===== src/hw/pioc_defs.svh =====
// register offsets, field positions, reset values and pin masks of the port cell block
// assumes an APB slave with 32-bit data, one aligned word per register
// How it works
// - reset: digital mode, high-z, pull-up on
// - analog pin: pull-up and receiver off
// - analog pin reads back zero
// - digital pin reads pad level
// - push-pull drives pad from output value
// - open-drain: low drive only, else off
// - undriven digital pin gets weak pull-up
// - pull-up off while driving low
// - global disable kills all pull-ups
// - per-pin drive strength, low at reset
// - eleven usable pins in three ports
// - radio link bits hidden from software
// - top bit of port two shares debug data
`ifndef PIOC_DEFS_SVH
`define PIOC_DEFS_SVH

// per-port register block: port n sits at n * PORT_STRIDE
`define PIOC_OFF_ANALOG_DIGITAL 12'h000
`define PIOC_OFF_OUTPUT_MODE 12'h004
`define PIOC_OFF_DRIVE_STRENGTH 12'h008
`define PIOC_OFF_OUTPUT_VALUE 12'h00C
`define PIOC_OFF_PAD_READ 12'h010
`define PIOC_PORT_STRIDE 12'h020
`define PIOC_OFF_GLOBAL_CTRL 12'h060
`define PIOC_NUM_PORTS 3
`define PIOC_PORT_W 8
// global control field
`define PIOC_GLOBAL_PULLUP_DISABLE_BIT 0
// reset values
`define PIOC_RST_ANALOG_DIGITAL 8'hFF
`define PIOC_RST_OUTPUT_MODE 8'h00
`define PIOC_RST_DRIVE_STRENGTH 8'h00
`define PIOC_RST_OUTPUT_VALUE 8'hFF
`define PIOC_RST_PULLUP_DISABLE 1'b0
// usable pin masks: port0 bits 0-6, port1 bits 4-6, port2 bit 7
`define PIOC_MASK_P0 8'h7F
`define PIOC_MASK_P1 8'h70
`define PIOC_MASK_P2 8'h80

`endif


===== src/hw/pioc_pkg.sv =====
// types shared by the port cell block
// assumes pioc_defs.svh supplies the numbers
package pioc_pkg;
  typedef logic [7:0] pioc_byte_t;
  typedef enum logic [1:0] {
    PIOC_IDLE = 2'b00,
    PIOC_SETUP = 2'b01,
    PIOC_ACCESS = 2'b11
  } pioc_apb_phase_t;
endpackage : pioc_pkg


===== src/hw/pioc_top.sv =====
// per-pin configuration and pad control of the general-purpose port, apb slave
// assumes pads resolved outside from drive enable, pull enable and strength
`timescale 1ns/1ps
`include "pioc_defs.svh"

module pioc_top
  import pioc_pkg::*;
(
  // apb clock and reset
  input wire logic pclk,
  input wire logic presetn,
  // apb slave
  input wire logic psel,
  input wire logic penable,
  input wire logic pwrite,
  input wire logic [11:0] paddr,
  input wire logic [31:0] pwdata,
  input wire logic [3:0] pstrb,
  output logic [31:0] prdata,
  output logic pready,
  output logic pslverr,
  // pads, three byte-wide ports flattened as port*8+bit
  input wire logic [23:0] pad_in,
  output logic [23:0] pad_out,
  output logic [23:0] pad_oe,
  output logic [23:0] pad_pullup_en,
  output logic [23:0] pad_receiver_en,
  output logic [23:0] pad_high_drive,
  // debug data line shares port2 bit 7 pad
  input wire logic debug_port_data_line_active,
  input wire logic debug_port_data_line_out,
  input wire logic debug_port_data_line_oe,
  output logic debug_port_data_line_in
);

  localparam logic [23:0] USABLE = {`PIOC_MASK_P2, `PIOC_MASK_P1, `PIOC_MASK_P0};

  pioc_byte_t pin_analog_digital_select_r [`PIOC_NUM_PORTS];
  pioc_byte_t pin_output_mode_select_r [`PIOC_NUM_PORTS];
  pioc_byte_t pin_drive_strength_select_r [`PIOC_NUM_PORTS];
  pioc_byte_t out_value_r [`PIOC_NUM_PORTS];
  logic global_pullup_disable_r;

  // decode
  logic wr_en, rd_en, hit;
  logic [1:0] port_idx;
  logic [4:0] reg_off;
  logic [31:0] rdata_nxt;
  // a write lands only at the edge where the master samples pready high
  assign wr_en = psel && penable && pwrite && pready;
  assign rd_en = psel && penable && !pwrite && !pready;
  assign port_idx = paddr[6:5];
  assign reg_off = paddr[4:0];

  // read mux; reserved and radio-link bits read zero
  always_comb begin
    logic [7:0] m;
    m = 8'h00;
    hit = 1'b0;
    rdata_nxt = 32'h0000_0000;
    if (paddr == `PIOC_OFF_GLOBAL_CTRL) begin
      hit = 1'b1;
      rdata_nxt[`PIOC_GLOBAL_PULLUP_DISABLE_BIT] = global_pullup_disable_r;
    end else if (port_idx < 2'd3 && paddr[11:7] == 5'h00) begin
      m = USABLE[port_idx*8 +: 8];
      hit = 1'b1;
      unique case ({7'h00, reg_off})
        `PIOC_OFF_ANALOG_DIGITAL: rdata_nxt[7:0] = pin_analog_digital_select_r[port_idx] & m;
        `PIOC_OFF_OUTPUT_MODE: rdata_nxt[7:0] = pin_output_mode_select_r[port_idx] & m;
        `PIOC_OFF_DRIVE_STRENGTH: rdata_nxt[7:0] = pin_drive_strength_select_r[port_idx] & m;
        `PIOC_OFF_OUTPUT_VALUE: rdata_nxt[7:0] = out_value_r[port_idx] & m;
        // analog pins read 0, digital pins read pad level
        `PIOC_OFF_PAD_READ: rdata_nxt[7:0] =
          pad_in[port_idx*8 +: 8] & pin_analog_digital_select_r[port_idx] & m;
        default: hit = 1'b0;
      endcase
    end
  end

  // apb response: one wait state, answer in the access cycle's second edge
  always_ff @(posedge pclk or negedge presetn) begin
    if (!presetn) begin
      pready <= 1'b0;
      pslverr <= 1'b0;
      prdata <= 32'h0000_0000;
    end else begin
      pready <= psel && penable && !pready;
      pslverr <= psel && penable && !pready && !hit;
      if (rd_en) begin
        prdata <= rdata_nxt;
      end
    end
  end

  // per-port configuration bytes, bit n controls pin n; byte lane 0 only
  always_ff @(posedge pclk or negedge presetn) begin
    if (!presetn) begin
      for (int p = 0; p < `PIOC_NUM_PORTS; p++) begin
        pin_analog_digital_select_r[p] <= `PIOC_RST_ANALOG_DIGITAL;
        pin_output_mode_select_r[p] <= `PIOC_RST_OUTPUT_MODE;
        pin_drive_strength_select_r[p] <= `PIOC_RST_DRIVE_STRENGTH;
        out_value_r[p] <= `PIOC_RST_OUTPUT_VALUE;
      end
    end else if (wr_en && hit && pstrb[0] && paddr != `PIOC_OFF_GLOBAL_CTRL) begin
      unique case ({7'h00, reg_off})
        `PIOC_OFF_ANALOG_DIGITAL: pin_analog_digital_select_r[port_idx] <= pwdata[7:0];
        `PIOC_OFF_OUTPUT_MODE: pin_output_mode_select_r[port_idx] <= pwdata[7:0];
        `PIOC_OFF_DRIVE_STRENGTH: pin_drive_strength_select_r[port_idx] <= pwdata[7:0];
        `PIOC_OFF_OUTPUT_VALUE: out_value_r[port_idx] <= pwdata[7:0];
        default: ;
      endcase
    end
  end

  // global pull-up disable
  always_ff @(posedge pclk or negedge presetn) begin
    if (!presetn) begin
      global_pullup_disable_r <= `PIOC_RST_PULLUP_DISABLE;
    end else if (wr_en && pstrb[0] && paddr == `PIOC_OFF_GLOBAL_CTRL) begin
      global_pullup_disable_r <= pwdata[`PIOC_GLOBAL_PULLUP_DISABLE_BIT];
    end
  end

  // pad cell control, registered so every output comes from a flip-flop
  logic [23:0] dig, val, pp, oe_n, out_n, pu_n;
  always_comb begin
    for (int i = 0; i < 24; i++) begin
      dig[i] = pin_analog_digital_select_r[i/8][i%8];
      val[i] = out_value_r[i/8][i%8];
      pp[i] = pin_output_mode_select_r[i/8][i%8];
      oe_n[i] = USABLE[i] && (pp[i] || !val[i]);
      out_n[i] = pp[i] ? val[i] : 1'b0;
    end
    // debug line owns the shared pad while active
    if (debug_port_data_line_active) begin
      oe_n[23] = debug_port_data_line_oe;
      out_n[23] = debug_port_data_line_out;
    end
    for (int i = 0; i < 24; i++) begin
      // pull-up only on digital, undriven or driven-high pins
      pu_n[i] = USABLE[i] && dig[i] && !global_pullup_disable_r
                && !(oe_n[i] && !out_n[i]);
    end
  end

  always_ff @(posedge pclk or negedge presetn) begin
    if (!presetn) begin
      pad_out <= 24'hFFFFFF;
      pad_oe <= 24'h000000;
      pad_pullup_en <= USABLE;
      pad_receiver_en <= USABLE;
      pad_high_drive <= 24'h000000;
      debug_port_data_line_in <= 1'b0;
    end else begin
      pad_out <= out_n;
      pad_oe <= oe_n;
      pad_pullup_en <= pu_n;
      pad_receiver_en <= dig & USABLE;
      pad_high_drive <= {pin_drive_strength_select_r[2], pin_drive_strength_select_r[1],
                         pin_drive_strength_select_r[0]} & USABLE;
      debug_port_data_line_in <= pad_in[23];
    end
  end

endmodule : pioc_top


===== config.mk =====
export PLATFORM = sky130hd
export DESIGN_NAME = pioc_top
export DESIGN_NICKNAME = d
export VERILOG_FILES = /design/src/hw/pioc_pkg.sv /design/src/hw/pioc_top.sv
export VERILOG_INCLUDE_DIRS = /design/src /design/src/hw
export SDC_FILE = /design/constraint.sdc
export NUM_CORES = 1
export LEC_CHECK = 0
export BUFFER_PORTS_ARGS = -buffer_cell sky130_fd_sc_hd__buf_4
export CORE_MARGIN = 2
export CORE_UTILIZATION = 50
export DETAILED_ROUTE_END_ITERATION = 16
export GPL_ROUTABILITY_DRIVEN = 0
export HOLD_SLACK_MARGIN = 0.08
export PLACE_DENSITY = 0.78
export SLEW_MARGIN = 25
export SYNTH_ARGS = -nofsm -noshare
export SYNTH_HDL_FRONTEND = slang
export SYNTH_SLANG_ARGS = --single-unit

===== constraint.sdc =====
create_clock -name pclk -period 2.1 [get_ports pclk]
set_input_delay 0.42 -clock pclk [delete_from_list [all_inputs] [get_ports pclk]]
set_output_delay 0.42 -clock pclk [all_outputs]
set_load 0.02 [all_outputs]

==> results.md <==
* Nets at approximately 900
* Most common cell after layout, fill and taps aside: buf_4
* Finished Cell Area at between 10000 and 15000 um2
* CP Max Fanout at 4
* Hold Path Class: in2reg
* Worst skew pair latency at between 0.4 and 0.5 ns
* Port bufs at roughly 130
* Gr usage total at between 20% and 30%
* Htree depth at 4
* Global-route wire length before repair at ~30000 um
* Clock sink total at around 180
* RR Endpoint: out_value_r[7]$_DFFE_PN1P_
* Setup TNS at 0 ns
* Slew HR at 55.8%
* Pwr Density at 720 nW/um2
* DRT iter0 DRCs at 395
* 1st-pass router iterations at 5
* Setup CP Type: reg2reg
* CP peak stage delay at around 0.35 ns
* WL final at 19700 um
* Cell count after placement at between 1000 and 1500
* Postcts setup bufs at 0
* Combinational Power Share at 7.2%
* Pre-CTS WS at -0.314 ns
* Antenna-violating nets left at 0
* Critical path arrival at around 2.4 ns
* Worst hold slack at around 0.13 ns
* Final worst slack at 0.0558 ns
* Req. time, crit path at ~2.5 ns
* Syn Inst Count at roughly 640
* CTS root buf: clkbuf_16
* Core area at 15800 um2
* CP startpoint: pready$_DFF_PN0_
* Final min period at 2.04 ns
* CTS tree: built
* Library cells used by synthesis at 41
* Largest net degree at the start of global routing at between 50 and 60
* Endpoints failing setup at 0
* Fin crit share at a little over nine tenths
* Post-route DRC at 0
* Switch Pwr at 1680 uW
* DP Area at between 9000 and 10000 um2
* Hold Vio Cnt, Final at 0
* Worst clock skew at roughly 0.008 ns
* Clock buffer depth at 2
* Post-Syn Area at between 8000 and 9000 um2
* Maximum ir drop on the vdd rail at 557 uV
* Vias at between 5000 and 6000
* Status: finished clean
* Die Wd at between 100 and 150 um
* Hpwl dp at 14300 um
* Initial core utilization at about half
* CP Capture Type: flip-flop
* Worst Setup EP: out_value_r[7]$_DFFE_PN1P_
* Power share of the clock group at a little under half
* Chip height at 131 um
* Via density at approximately 5.3
* Fraction of layout cells with a size suffix above 1 at between 50 and 60%
* Clock-pin slew on the worst setup and hold paths at 0.07 ns
* Pleak at 0.00470 uW
* Die area at 17000 um2
* Post-route non-filler standard cell count at between 1000 and 1500
* Row count at between 40 and 50
* Gr ovfl total at 0
* Syn Area/Cell at between 10 and 15 um2
* Seq cells post-synth at between 150 and 200
* Sw Share at between 20% and 30%
* Antenna cell count at 0
* FF-to-FF path depth at 6
* Total CTS buffers at 17
* Asr flop ratio synth at between 90% and 100%
* I/O pin count at ~240
* Setup slack, reg-to-reg at between 0.05 and 0.06 ns
* Number of synthesized flops with an enable pin at 0
* Area grow syn2layout at 25.3%
* WL/cell at between 15 and 20 um
* Main flop type after synthesis: dfstp_2
* Int Pwr at 5540 uW
* Initial antenna violation count at 0
* CP cell instances: and3_1 > nor2b_1 > and4_1 > and4_1 > buf_4 > mux2_2
* Sequential area share after synthesis at approximately 56%
* Reg power frac at a little under half
* Final Slew Violations at 0
* RSZ-0062 raised after global routing: false
* Vias in the first global route at roughly 5700
* Most used cell, CP: and4_1
* Max stage delay cell, worst path: dfrtp_1
* Max Cap Viol at 0
* Number of warnings issued by yosys at 0
* Reg2reg start: pready$_DFF_PN0_
* Max Fclk at between 400 and 500 MHz
* Most frequent cells in the layout: buf_4 (194), mux2_2 (120), dfstp_2 (94)
* Worst-margin pin slew at approximately 0.66 ns
* Critical Path Start Type: flip-flop
-- critical path: cells and delay by family, from the launching register on --
| kind | cells | cell delay (ns) |
|---|---|---|
| buf+inv | 1 | 0.18 |
| flops | 1 | 0.35 |
| mux | 1 | 0.35 |
| simple gates | 4 | 1.09 |
-- logic make-up after synthesis --
group	count (synthesis)	share of synthesized area, %
multiplexers	137	19.0
AND/OR/NAND/NOR	134	8.93
buffers and inverters	111	9.02
other	1	0.0469
flip-flops	176	56.5
AO/OA/AOI/OAI	78	6.50
-- metrics by stage --
| step | util (%) | power (uW) |
|---|---|---|
| after floorplan | - | 3820 |
| after global placement | 59.5 | 3960 |
| after detailed placement | 59.5 | 3970 |
| after CTS | 63.6 | 7250 |
| after global routing | 63.6 | 7430 |
| final | 63.6 | 7220 |
-- worst min path at each step --
| stage | from | to | cells past startpoint |
|---|---|---|---|
| floorplan | presetn | debug_port_data_line_in$_DFF_PN0_ | 0 |
| global placement | dig[14]$_DFFE_PN1P_ | pad_receiver_en[14]$_DFF_PN1_ | 0 |
| detailed placement | dig[1]$_DFFE_PN1P_ | pad_receiver_en[1]$_DFF_PN1_ | 0 |
| CTS | pad_in[23] | debug_port_data_line_in$_DFF_PN0_ | 1 |
| global route | pad_in[23] | debug_port_data_line_in$_DFF_PN0_ | 1 |
| finish | pad_in[23] | debug_port_data_line_in$_DFF_PN0_ | 1 |
-- per-layer routing --
layer / routed length (um) / vias to the layer above / global-route usage [%]
li1: - / 2457 / -
met1: 7820 / 2751 / 29.0
met2: 9410 / 295 / 37.8
met3: 1580 / 55 / 5.33
met4: 915 / 0 / 13.0
met5: 0 / - / 0
-- cells in the mapped netlist (2+ instances only) --
cell,number,area (um2)
clkbuf_1,25,93.8
nor2b_1,3,18.8
nand3b_1,2,15.0
mux2_2,120,1350
buf_6,2,22.5
nor2_2,2,12.5
nand2b_1,10,62.6
nand4_1,2,12.5
a211oi_1,4,30.0
and2_1,24,150
nor3b_1,2,15.0
mux2i_1,17,170
dfrtp_1,82,2050
o2bb2ai_1,2,17.5
dfstp_2,94,2470
o21ai_0,31,155
inv_1,4,15.0
nor2_1,16,60.1
a22oi_1,15,113
buf_2,4,20.0
a221oi_1,15,131
and4_1,2,17.5
or4_1,2,15.0
nand2_1,49,184
a21oi_1,6,30.0
nand3_1,5,25.0
buf_4,76,571
and3_1,3,18.8
or3_1,6,37.5
-- final cells by class --
type,instances,area [um2]
clock buffer,20,467
clock inverter,12,156
fill,1172,5740
inverter,4,15.0
multi-input combinational,425,3060
sequential,176,4520
tap,216,270
timing repair buffer,199,1540
-- state kept, by name, summed over array words and instances (netlist names) --
signal / flops
out_value_r: 24
debug_port_data_line_in: 1
pin_output_mode_select_r: 24
dig: 24
pin_drive_strength_select_r: 24
global_pullup_disable_r: 1
pslverr: 1
pready: 1
prdata: 8
pad_out: 24
pad_high_drive: 11
pad_receiver_en: 11
pad_pullup_en: 11
pad_oe: 11
-- power by group through the flow --
stage,Clock (uW),Sequential (uW),Combinational [uW]
2_1_floorplan,0,3470,353
3_3_place_gp,0,3460,495
3_5_place_dp,0,3460,510
4_1_cts,3330,3410,514
5_1_grt,3460,3410,559
6_report,3300,3410,517
-- what timing repair did --
item                                    CTS  global route
endpoints found under the setup margin   23             0
gates resized for setup                   2             0
endpoints found under the hold margin    18             0
hold buffers                              1             0
Power figures use the tool's default switching activity.
